===== src/include/nac_pkg.sv =====
package nac_pkg;

  // Byte offsets of the word-aligned registers on the AHB-Lite slave.
  localparam logic [7:0] OFS_CONTROL = 8'h00;
  localparam logic [7:0] OFS_UNLOCK = 8'h04;
  localparam logic [7:0] OFS_DATA_BYTE = 8'h08;
  localparam logic [7:0] OFS_ADDRESS = 8'h0c;
  localparam logic [7:0] OFS_TABLE_LATCH = 8'h10;
  localparam logic [7:0] OFS_TPTR_LOW = 8'h14;
  localparam logic [7:0] OFS_TPTR_HIGH = 8'h18;
  localparam logic [7:0] OFS_TPTR_UPPER = 8'h1c;
  localparam logic [7:0] OFS_FLAGS_TWO = 8'h20;

  // Bit positions inside the control register.
  localparam int BIT_FETCH_GO = 0;
  localparam int BIT_PROGRAM_GO = 1;
  localparam int BIT_MODIFY_PERMIT = 2;
  localparam int BIT_ABORT_FLAG = 3;
  localparam int BIT_ERASE_ONLY = 4;
  localparam int BIT_CONFIG_SEL = 6;
  localparam int BIT_PROGRAM_SEL = 7;

  // Bit position of the completion flag in the second flag register.
  localparam int BIT_DONE_FLAG = 4;

  // Unlock key bytes, written in this order.
  localparam logic [7:0] UNLOCK_KEY_FIRST = 8'h55;
  localparam logic [7:0] UNLOCK_KEY_SECOND = 8'haa;

  // Value an erased byte holds.
  localparam logic [7:0] ERASED_BYTE = 8'hff;

  // Reset values.
  localparam logic [7:0] RESET_BYTE = 8'h00;
  localparam logic [20:0] RESET_POINTER = 21'h000000;

  // Write timing: whole write time in microseconds and the clock period.
  localparam int unsigned WRITE_TIME_US = 6000;
  localparam int unsigned CLK_PERIOD_NS = 20;
  localparam int unsigned WRITE_CYCLES = (WRITE_TIME_US * 1000) / CLK_PERIOD_NS;

  // Write sequencer states.
  typedef enum logic [1:0] {
    ST_IDLE,
    ST_ERASE,
    ST_PROGRAM
  } nac_state_e;

  // Unlock sequence progress.
  typedef enum logic [1:0] {
    UL_NONE,
    UL_FIRST,
    UL_ARMED
  } nac_unlock_e;

  // One completed program-flash or configuration write, handed to the array.
  typedef struct packed {
    logic valid;
    logic config_space;
    logic erase_only;
    logic [20:0] address;
    logic [7:0] data;
  } nac_flash_req_s;

endpackage


===== src/hw/nac_top.sv =====
// Implementation choices: the placing of the registers and the AHB-Lite interface to the registers.
`timescale 1ns/1ps
module nac_top #(
  parameter int unsigned WRITE_CYCLES = nac_pkg::WRITE_CYCLES,
  parameter int ADDR_W = 8
) (
  // Clock and resets.
  input wire logic CLK_IN,
  input wire logic RST_IN,
  input wire logic MASTER_CLEAR_PIN_RST_IN,
  input wire logic WATCHDOG_TIMEOUT_RST_IN,
  // AHB-Lite slave.
  input wire logic HSEL_IN,
  input wire logic [31:0] HADDR_IN,
  input wire logic [1:0] HTRANS_IN,
  input wire logic HWRITE_IN,
  input wire logic [2:0] HSIZE_IN,
  input wire logic [31:0] HWDATA_IN,
  input wire logic HREADY_IN,
  output logic [31:0] HRDATA_OUT,
  output logic HREADYOUT_OUT,
  output logic HRESP_OUT,
  // Program flash and configuration array side.
  output nac_pkg::nac_flash_req_s FLASH_REQ_OUT,
  output logic CPU_STALL_OUT
);

  // Phase length: the write is split into an erase half and a program half.
  localparam int unsigned PHASE_CYCLES = (WRITE_CYCLES / 2 > 0) ? WRITE_CYCLES / 2 : 1;
  localparam logic [31:0] PHASE_LAST = 32'(PHASE_CYCLES - 1);

  // Warm resets keep the abort flag; power-up reset clears every register but the EEPROM array, HRESP_OUT (not reset) and HREADYOUT_OUT (set to 1).
  logic warm_rst;
  logic any_rst;
  assign warm_rst = MASTER_CLEAR_PIN_RST_IN | WATCHDOG_TIMEOUT_RST_IN;
  assign any_rst = RST_IN | warm_rst;

  // Data EEPROM array; nonvolatile, so it is never reset.
  logic [7:0] eeprom_mem [0:(1 << ADDR_W) - 1];

  // Captured address phase.
  logic ap_valid_r;
  logic ap_write_r;
  logic [7:0] ap_addr_r;

  // Control register fields.
  logic program_sel_r;
  logic config_sel_r;
  logic erase_only_r;
  logic abort_flag_r;
  logic modify_permit_r;
  logic program_go_r;
  logic fetch_go_r;

  // Other software-visible registers.
  logic [ADDR_W-1:0] nvm_address_r;
  logic [7:0] nvm_data_byte_r;
  logic [7:0] table_latch_r;
  logic [20:0] table_pointer_r;
  logic done_flag_r;

  // Sequencer state.
  nac_pkg::nac_state_e state_r;
  nac_pkg::nac_unlock_e unlock_r;
  logic [31:0] timer_r;
  logic job_flash_r;

  // Bus-side strobes.
  logic bus_wr;
  logic [7:0] wdata;
  logic ctrl_wr;
  logic start_ok;
  logic fetch_ok;
  logic phase_end;
  logic write_finish;
  logic read_pending_r;

  assign wdata = HWDATA_IN[7:0];
  assign bus_wr = ap_valid_r & ap_write_r;
  assign ctrl_wr = bus_wr & (ap_addr_r == nac_pkg::OFS_CONTROL);
  assign phase_end = (state_r != nac_pkg::ST_IDLE) & (timer_r == PHASE_LAST);
  assign write_finish = phase_end & (state_r == nac_pkg::ST_PROGRAM);

  // A start is honoured only with permission and a fresh unlock, and never
  // while another operation runs; improper attempts are simply dropped.
  // unlock gate start
  assign start_ok = ctrl_wr & wdata[nac_pkg::BIT_PROGRAM_GO] & ~program_go_r & ~fetch_go_r
                    & modify_permit_r & (unlock_r == nac_pkg::UL_ARMED);

  // A read may only start towards the data EEPROM; the select bits written in
  // the same access count, so one write can select and start together.
  // refuse program reads
  assign fetch_ok = ctrl_wr & wdata[nac_pkg::BIT_FETCH_GO] & ~wdata[nac_pkg::BIT_PROGRAM_SEL]
                    & ~wdata[nac_pkg::BIT_CONFIG_SEL] & (state_r == nac_pkg::ST_IDLE);

  // Address phase capture; only single word transfers are expected.
  always_ff @(posedge CLK_IN) begin
    if (any_rst) begin
      ap_valid_r <= 1'b0;
      ap_write_r <= 1'b0;
      ap_addr_r <= nac_pkg::RESET_BYTE;
    end else if (HREADY_IN) begin
      ap_valid_r <= HSEL_IN & HTRANS_IN[1];
      ap_write_r <= HWRITE_IN;
      ap_addr_r <= HADDR_IN[7:0];
    end
  end

  // Reads take one wait state, so a write landing just before is visible.
  always_ff @(posedge CLK_IN) begin
    if (any_rst) begin
      read_pending_r <= 1'b0;
      HREADYOUT_OUT <= 1'b1;
    end else begin
      read_pending_r <= HREADY_IN & HSEL_IN & HTRANS_IN[1] & ~HWRITE_IN;
      HREADYOUT_OUT <= ~(HREADY_IN & HSEL_IN & HTRANS_IN[1] & ~HWRITE_IN);
    end
  end

  // The response is always OKAY.
  always_ff @(posedge CLK_IN) begin
    HRESP_OUT <= 1'b0;
  end

  // Read data mux; unmapped offsets return zero.
  always_ff @(posedge CLK_IN) begin
    if (any_rst) begin
      HRDATA_OUT <= 32'h00000000;
    end else if (read_pending_r) begin
      unique case (ap_addr_r)
        nac_pkg::OFS_CONTROL: HRDATA_OUT <= {24'h000000, program_sel_r, config_sel_r, 1'b0, erase_only_r,
                                             abort_flag_r, modify_permit_r, program_go_r, fetch_go_r};
        nac_pkg::OFS_UNLOCK: HRDATA_OUT <= 32'h00000000;
        nac_pkg::OFS_DATA_BYTE: HRDATA_OUT <= {24'h000000, nvm_data_byte_r};
        nac_pkg::OFS_ADDRESS: HRDATA_OUT <= {24'h000000, nvm_address_r};
        nac_pkg::OFS_TABLE_LATCH: HRDATA_OUT <= {24'h000000, table_latch_r};
        nac_pkg::OFS_TPTR_LOW: HRDATA_OUT <= {24'h000000, table_pointer_r[7:0]};
        nac_pkg::OFS_TPTR_HIGH: HRDATA_OUT <= {24'h000000, table_pointer_r[15:8]};
        nac_pkg::OFS_TPTR_UPPER: HRDATA_OUT <= {27'h0000000, table_pointer_r[20:16]};
        nac_pkg::OFS_FLAGS_TWO: HRDATA_OUT <= {27'h0000000, done_flag_r, 4'h0};
        default: HRDATA_OUT <= 32'h00000000;
      endcase
    end
  end

  // Unlock tracker: 55h then AAh arms it; any other write disarms it, so
  // the start must be the very next write after the two keys.
  // track key order
  always_ff @(posedge CLK_IN) begin
    if (any_rst) begin
      unlock_r <= nac_pkg::UL_NONE;
    end else if (bus_wr) begin
      if (ap_addr_r == nac_pkg::OFS_UNLOCK && wdata == nac_pkg::UNLOCK_KEY_FIRST) begin
        unlock_r <= nac_pkg::UL_FIRST;
      end else if (ap_addr_r == nac_pkg::OFS_UNLOCK && wdata == nac_pkg::UNLOCK_KEY_SECOND
                   && unlock_r == nac_pkg::UL_FIRST) begin
        unlock_r <= nac_pkg::UL_ARMED;
      end else begin
        unlock_r <= nac_pkg::UL_NONE;
      end
    end
  end

  // Plain control bits written by software.
  // program space select
  always_ff @(posedge CLK_IN) begin
    if (any_rst) begin
      program_sel_r <= 1'b0;
      config_sel_r <= 1'b0;
      erase_only_r <= 1'b0;
      modify_permit_r <= 1'b0;
    end else if (ctrl_wr) begin
      program_sel_r <= wdata[nac_pkg::BIT_PROGRAM_SEL];
      config_sel_r <= wdata[nac_pkg::BIT_CONFIG_SEL];
      erase_only_r <= wdata[nac_pkg::BIT_ERASE_ONLY];
      modify_permit_r <= wdata[nac_pkg::BIT_MODIFY_PERMIT];
    end
  end

  // Abort flag: of the resets, only power-up reset clears it. A warm reset leaves it as it
  // stands, so a write cut short keeps the 1 set at its start.
  always_ff @(posedge CLK_IN) begin
    if (RST_IN) begin
      abort_flag_r <= 1'b0;
    end else if (warm_rst) begin
      abort_flag_r <= abort_flag_r;
    end else if (start_ok) begin
      abort_flag_r <= 1'b1;
    end else if (write_finish) begin
      abort_flag_r <= 1'b0;
    end else if (ctrl_wr) begin
      abort_flag_r <= wdata[nac_pkg::BIT_ABORT_FLAG];
    end
  end

  // Write start bit: software can only set it; hardware clears it.
  // set only, hardware clears
  always_ff @(posedge CLK_IN) begin
    if (any_rst) begin
      program_go_r <= 1'b0;
    end else if (start_ok) begin
      program_go_r <= 1'b1;
    end else if (write_finish) begin
      program_go_r <= 1'b0;
    end
  end

  // Read start bit: set by software, cleared one cycle later by hardware.
  // read start and clear
  always_ff @(posedge CLK_IN) begin
    if (any_rst) begin
      fetch_go_r <= 1'b0;
    end else if (fetch_go_r) begin
      fetch_go_r <= 1'b0;
    end else if (fetch_ok) begin
      fetch_go_r <= 1'b1;
    end
  end

  // Address register.
  // eight bit address
  always_ff @(posedge CLK_IN) begin
    if (any_rst) begin
      nvm_address_r <= '0;
    end else if (bus_wr && ap_addr_r == nac_pkg::OFS_ADDRESS) begin
      nvm_address_r <= wdata[ADDR_W-1:0];
    end
  end

  // Data byte: a finishing read loads it in the same edge that clears
  // fetch_go, and wins over a software write in that edge.
  // byte wide data
  always_ff @(posedge CLK_IN) begin
    if (any_rst) begin
      nvm_data_byte_r <= nac_pkg::RESET_BYTE;
    end else if (fetch_go_r) begin
      nvm_data_byte_r <= eeprom_mem[nvm_address_r];
    end else if (bus_wr && ap_addr_r == nac_pkg::OFS_DATA_BYTE) begin
      nvm_data_byte_r <= wdata;
    end
  end

  // Table latch and the three table pointer bytes.
  // pointer byte writes
  always_ff @(posedge CLK_IN) begin
    if (any_rst) begin
      table_latch_r <= nac_pkg::RESET_BYTE;
      table_pointer_r <= nac_pkg::RESET_POINTER;
    end else if (bus_wr) begin
      unique case (ap_addr_r)
        nac_pkg::OFS_TABLE_LATCH: table_latch_r <= wdata;
        nac_pkg::OFS_TPTR_LOW: table_pointer_r[7:0] <= wdata;
        nac_pkg::OFS_TPTR_HIGH: table_pointer_r[15:8] <= wdata;
        nac_pkg::OFS_TPTR_UPPER: table_pointer_r[20:16] <= wdata[4:0];
        default: table_latch_r <= table_latch_r;
      endcase
    end
  end

  // Completion flag: hardware set wins over a software clear in one edge.
  // set on completion
  always_ff @(posedge CLK_IN) begin
    if (any_rst) begin
      done_flag_r <= 1'b0;
    end else if (write_finish) begin
      done_flag_r <= 1'b1;
    end else if (bus_wr && ap_addr_r == nac_pkg::OFS_FLAGS_TWO) begin
      done_flag_r <= wdata[nac_pkg::BIT_DONE_FLAG];
    end
  end

  // Write sequencer: erase half, then program half, both timed internally.
  // timer governs write
  always_ff @(posedge CLK_IN) begin
    if (any_rst) begin
      state_r <= nac_pkg::ST_IDLE;
      timer_r <= 32'h00000000;
      job_flash_r <= 1'b0;
    end else begin
      unique case (state_r)
        nac_pkg::ST_IDLE: begin
          timer_r <= 32'h00000000;
          if (start_ok) begin
            state_r <= nac_pkg::ST_ERASE;
            job_flash_r <= program_sel_r | config_sel_r;
          end
        end
        nac_pkg::ST_ERASE: begin
          if (phase_end) begin
            state_r <= nac_pkg::ST_PROGRAM;
            timer_r <= 32'h00000000;
          end else begin
            timer_r <= timer_r + 32'h00000001;
          end
        end
        nac_pkg::ST_PROGRAM: begin
          if (phase_end) begin
            state_r <= nac_pkg::ST_IDLE;
            timer_r <= 32'h00000000;
          end else begin
            timer_r <= timer_r + 32'h00000001;
          end
        end
      endcase
    end
  end

  // EEPROM cells: erased at the end of the erase half, programmed at the end.
  // automatic erase first
  always_ff @(posedge CLK_IN) begin
    if (!any_rst && !job_flash_r && phase_end) begin
      if (state_r == nac_pkg::ST_ERASE) begin
        eeprom_mem[nvm_address_r] <= nac_pkg::ERASED_BYTE;
      end else begin
        eeprom_mem[nvm_address_r] <= nvm_data_byte_r;
      end
    end
  end

  // Flash or configuration request, one pulse when the write completes;
  // the pointer must already sit inside the holding-register range.
  // pointer aimed beforehand
  always_ff @(posedge CLK_IN) begin
    if (any_rst) begin
      FLASH_REQ_OUT <= '0;
    end else begin
      FLASH_REQ_OUT.valid <= write_finish & job_flash_r;
      FLASH_REQ_OUT.config_space <= config_sel_r;
      FLASH_REQ_OUT.erase_only <= erase_only_r;
      FLASH_REQ_OUT.address <= table_pointer_r;
      FLASH_REQ_OUT.data <= table_latch_r;
    end
  end

  // Core stall while a flash or configuration write runs.
  // stall during flash write
  always_ff @(posedge CLK_IN) begin
    if (any_rst) begin
      CPU_STALL_OUT <= 1'b0;
    end else if (start_ok) begin
      CPU_STALL_OUT <= program_sel_r | config_sel_r;
    end else if (write_finish) begin
      CPU_STALL_OUT <= 1'b0;
    end
  end

endmodule


===== config.mk =====
export PLATFORM = sky130hd
export DESIGN_NAME = nac_top
export DESIGN_NICKNAME = d
export VERILOG_FILES = /design/src/include/nac_pkg.sv /design/src/hw/nac_top.sv
export SDC_FILE = /design/constraint.sdc
export NUM_CORES = 2
export LEC_CHECK = 0
export ABC_AREA = 1
export BUFFER_PORTS_ARGS = -buffer_cell sky130_fd_sc_hd__buf_2
export CAP_MARGIN = 20
export CORE_ASPECT_RATIO = 1.75
export CORE_MARGIN = 4
export CORE_UTILIZATION = 40
export DETAILED_ROUTE_END_ITERATION = 8
export PLACE_DENSITY = 0.61
export SLEW_MARGIN = 10
export SYNTH_ARGS = -nofsm -noshare
export SYNTH_HDL_FRONTEND = slang
export SYNTH_SLANG_ARGS = --single-unit

===== constraint.sdc =====
create_clock -name CLK_IN -period 5.3 [get_ports CLK_IN]
set_input_delay 0.265 -clock CLK_IN [delete_from_list [all_inputs] [get_ports CLK_IN]]
set_output_delay 0.265 -clock CLK_IN [all_outputs]
set_load 0.03 [all_outputs]

==> metrics.sh <==
RUN_STATUS='completed'
GRT_OVERFLOW=0
POWER_SWITCHING_mW=6.20
ASYNCSETRESETFLOPFRACSYNTH_PCT=0
DESIGN.PORTCOUNT=143
WORST-ENDPOINT-REQUIRED_NS=5.74
FINAL_PERIOD_DEMAND_OF_THE_WORST_PATH_NS=4.08
FILLERS=20000
TIMING.SLEW.HEADROOM_PCT=6.78
POST-ROUTE-UTIL_PCT=44.4
CTS_TREE='built'
GRT_BUSIEST_LAYER='met2'
POWER.CLOCK.FRACTION_PCT=41.9
MOSTFREQUENTLAYOUTCELL='sky130_fd_sc_hd__edfxtp_1'
TOTAL_OF_ENDPOINTS_WITH_NEGATIVE_SETUP_SLACK_IN_THE_FINAL_REPORT=0
CTS_HTREE_LEVELS=4
DIE_H_UM=630
NUMBER_OF_INSTANCES_RESIZED_DURING_POST_CTS_REPAIR=0
P_COMB_SHARE_PCT=0.3
WORSTSKEWPAIRLATENCY_NS=0.83
START_KIND='flip-flop'
NUMBER_OF_GLOBAL_ROUTE_VIAS_BEFORE_REPAIR=57500
SYNTH_CELLS=7553
SYNTHFLOPTYPE='sky130_fd_sc_hd__edfxtp_1'
HPWL_UM=148000
FINAL-MAX-SLEW-VIOLATION-COUNT=0
SWITCHING_PART_OF_THE_TOTAL_PCT=19.2
FIRST_ITER_VIOLATIONS=5399
VIAS_PER_CELL=5.57
SYNTH.CELL_AREA_SQ_UM=88500
LAYOUT.CELLS.MOST_COMMON_LIST='2048 x sky130_fd_sc_hd__edfxtp_1, 1653 x sky130_fd_sc_hd__nand2_1, 1555 x sky130_fd_sc_hd__nand3_1, 695 x sky130_fd_sc_hd__nor2_1, 385 x sky130_fd_sc_hd__o21ai_0'
COUNT_OF_UNIQUE_LIBRARY_CELLS_INSTANTIATED_BY_YOSYS=41
GRT_MAX_DEGREE=187
RR_WORST_DEPTH=11
YS.WARNINGS.COUNT=0
FINALSETUPTNS_NS=0
FIN_CRIT_SH_PCT=76.9
REGISTER_AREA_SQ_UM=64500
FINALCLOCKSKEW_NS=0.0384
FP-ROW-COUNT=228
GR-USAGE-MET2_PCT=37.6
MET3_TRACK_USAGE_GR_PCT=2.64
CTS_ROOT_BUF='sky130_fd_sc_hd__clkbuf_16'
VIA_COUNT=58200
YS_SEQ_ELEMENTS=2199
CRITICAL_PATH.MAX_FANOUT=16
DESIGN.CORE.AREA_SQ_UM=220000
HORIZONTAL_DIE_DIMENSION_UM=364
INTERNAL_POWER_mW=26.1
CTS_INSERTED_BUFFERS=186
R2R-START='timer_r[0]$_SDFF_PP0_'
GROUTE.LAYER.MET1.USAGE_PCT=24.3
CLOCK_SINK_COUNT=2199
RSZ0062_AT_GRT='no'
ANTENNA_FOUND_INITIAL=6
CTS_BUFFER_DEPTH=4
DRT.ANTENNA.VIOLATING_NETS=0
WORST-SETUP-PATH-TYPE='reg -> reg'
WORST_SLACK_NS=1.22
MAX_CAPACITANCE_VIOLATION_COUNT=0
DRT-TOTAL-WL_UM=251000
RRSETUPSLACK_NS=1.22
DETAILED_PLACE.AREA_SQ_UM=91500
HOLDPATHEND='config_sel_r$_SDFFE_PP0N_'
POWER.IR.VDD_WORST_mV=0.284
DRIVE_GT1_SHARE_PCT=6.45
POST_DRT_WL_PER_CELL_UM=24.0
POST_SYNTHESIS_SEQUENTIAL_AREA_RATIO_PCT=72.9
POST_SYNTH.CELL_AREA_AVG_SQ_UM=11.7
MULTIINPUTGATEAREA_SQ_UM=21300
NUMBER_OF_PORT_BUFFERS=65
POWER_FRAC_SEQ_PCT=57.8
DIEAREA_SQ_UM=229000
PRECTSSETUPSLACK_NS=1.19
WORSTMARGINPINSLEW_NS=1.40
GRT_FIRST_PASS_WIRELENGTH_UM=369000
STATIC-LEAKAGE-POWER_nW=36.4
NETS=7528
SYNTH-EDFF-COUNT=2048
DRT_PRE_ANTENNA_ITERS=6
GP_ROUTABILITY_CONGESTION=0.912
CP_DATA_ARRIVAL_TIME_NS=4.51
WORST_SETUP_HOLD_PATH_CLK_SLEW_NS=0.07
CLOCK.FMAX_MHz=245
DETAILED_ROUTE_DRC_ERROR_COUNT=0
R2R_END='eeprom_mem[106][4]$_DFFE_PP_'
WORST_HOLD_PATH.NUM_CELLS=5
POWER_DENSITY_nW_PER_UM2=330
STARTING_UTILIZATION_OF_THE_CORE_AREA_PCT=40.2
TOTAL_NON_FILLER_CELL_AREA_IN_THE_FINISHED_LAYOUT_SQ_UM=97800
WORSTSETUPENDPOINTTYPE='flip-flop'
WORST_HOLD_PATH_TYPE='in -> reg'
GRTUSAGETOTAL_PCT=21.5
TIMING.FINAL.HOLD_VIOLATIONS=0
AREA_DELTA_SYNTH_FINAL_PCT=10.5
WORST_HOLD_STARTPOINT='WATCHDOG_TIMEOUT_RST_IN'
worst max-delay path by stage:
stage / from / end / slack, ns / depth (start not counted)
floorplan: timer_r[0]$_SDFF_PP0_ / eeprom_mem[0][1]$_DFFE_PP_ / 0.18 / 10
global placement: timer_r[0]$_SDFF_PP0_ / eeprom_mem[106][5]$_DFFE_PP_ / 1.16 / 11
detailed placement: timer_r[0]$_SDFF_PP0_ / eeprom_mem[106][2]$_DFFE_PP_ / 1.19 / 11
CTS: timer_r[0]$_SDFF_PP0_ / eeprom_mem[106][1]$_DFFE_PP_ / 1.17 / 11
global route: timer_r[0]$_SDFF_PP0_ / eeprom_mem[106][0]$_DFFE_PP_ / 0.92 / 11
finish: timer_r[0]$_SDFF_PP0_ / eeprom_mem[106][4]$_DFFE_PP_ / 1.22 / 11
repair_timing:
action / 4_1_cts / 5_1_grt
hold endpoints to repair: 71 / 0
setup buffers: 0 / 0
hold buffers: 38 / 0
kinds of logic after synthesis:
kind of cell             synth area share, %
other                                0.00424
XOR/XNOR                               0.139
AND/OR/NAND/NOR                         19.5
adder cells (fa/ha/maj)               0.0565
multiplexers                          0.0113
buffers and inverters                   3.26
flip-flops                              72.9
AO/OA/AOI/OAI                           4.13
cell type report:
class	count	area share (%)
sequential	2199	66.0
clock inverter	97	0.865
inverter	134	0.554
multi-input combinational	4716	21.8
clock buffer	225	5.13
antenna	4	0.0102
timing repair buffer	211	2.02
tap	2875	3.68
cell usage after synthesis (all sizes together) (8+ instances only):
master | number | share of area, %
dfxtp | 151 | 3.4
edfxtp | 2048 | 69
buf | 266 | 1.6
nand3 | 1556 | 8.8
nand2 | 1677 | 7.1
inv | 132 | 0.56
nor2 | 696 | 3.0
nor3 | 27 | 0.16
o21ai | 385 | 2.2
nand4 | 19 | 0.27
o22ai | 179 | 1.3
clkbuf | 262 | 1.1
nor4 | 13 | 0.099
xor2 | 12 | 0.12
a21oi | 83 | 0.47
a211oi | 11 | 0.093
nor3b | 8 | 0.068
metrics by stage:
stage               power (mW)  hold slack (ns)  instances
floorplan                 19.1            0.344       7577
global placement          19.1            0.432      10100
detailed placement        19.1            0.437      10100
CTS                       32.5           0.0263      10500
global route              33.1           0.0662      10500
finish                    32.3           0.0797      10500
critical path, cell delays in order, from the launching register on:
cell and delay, ns:
sky130_fd_sc_hd__dfxtp_1 0.35, sky130_fd_sc_hd__ha_1 0.18, sky130_fd_sc_hd__nand2_1 0.06, sky130_fd_sc_hd__inv_1 0.07
sky130_fd_sc_hd__nand2_1 0.08, sky130_fd_sc_hd__nor2_1 0.21, sky130_fd_sc_hd__nand3_1 0.19, sky130_fd_sc_hd__nor4_2 0.36
sky130_fd_sc_hd__nand3_2 0.30, sky130_fd_sc_hd__nor3_2 0.41, sky130_fd_sc_hd__nand2_1 0.67, sky130_fd_sc_hd__nor2_1 0.83
state kept, by name (all words and copies together), names as in the netlist, 2 cells and up, named ones only:
register         count
state_r              2
timer_r             32
nvm_address_r        8
HRDATA_OUT           8
table_latch_r        8
FLASH_REQ_OUT       32
eeprom_mem        2048
nvm_data_byte_r      8
ap_addr_r            8
table_pointer_r     21
unlock_r             2
per-layer routing:
metal / wire (um) / share of wire [%] / vias up
met4: 20300 / 8.1 / 0
li1: - / - / 26600
met1: 88500 / 35 / 28600
met5: 0 / 0 / -
met3: 15600 / 6.2 / 668
met2: 127000 / 50 / 2384
power groups by stage:
stage	sequential [mW]	clock, mW	combinational, mW
global route	18.6	14.4	0.105
floorplan	19.0	0	0.0628
global placement	19.0	0	0.0768
finish	18.7	13.5	0.0983
detailed placement	19.0	0	0.0771
CTS	18.7	13.7	0.0951
(Power assumes the default switching activity.)
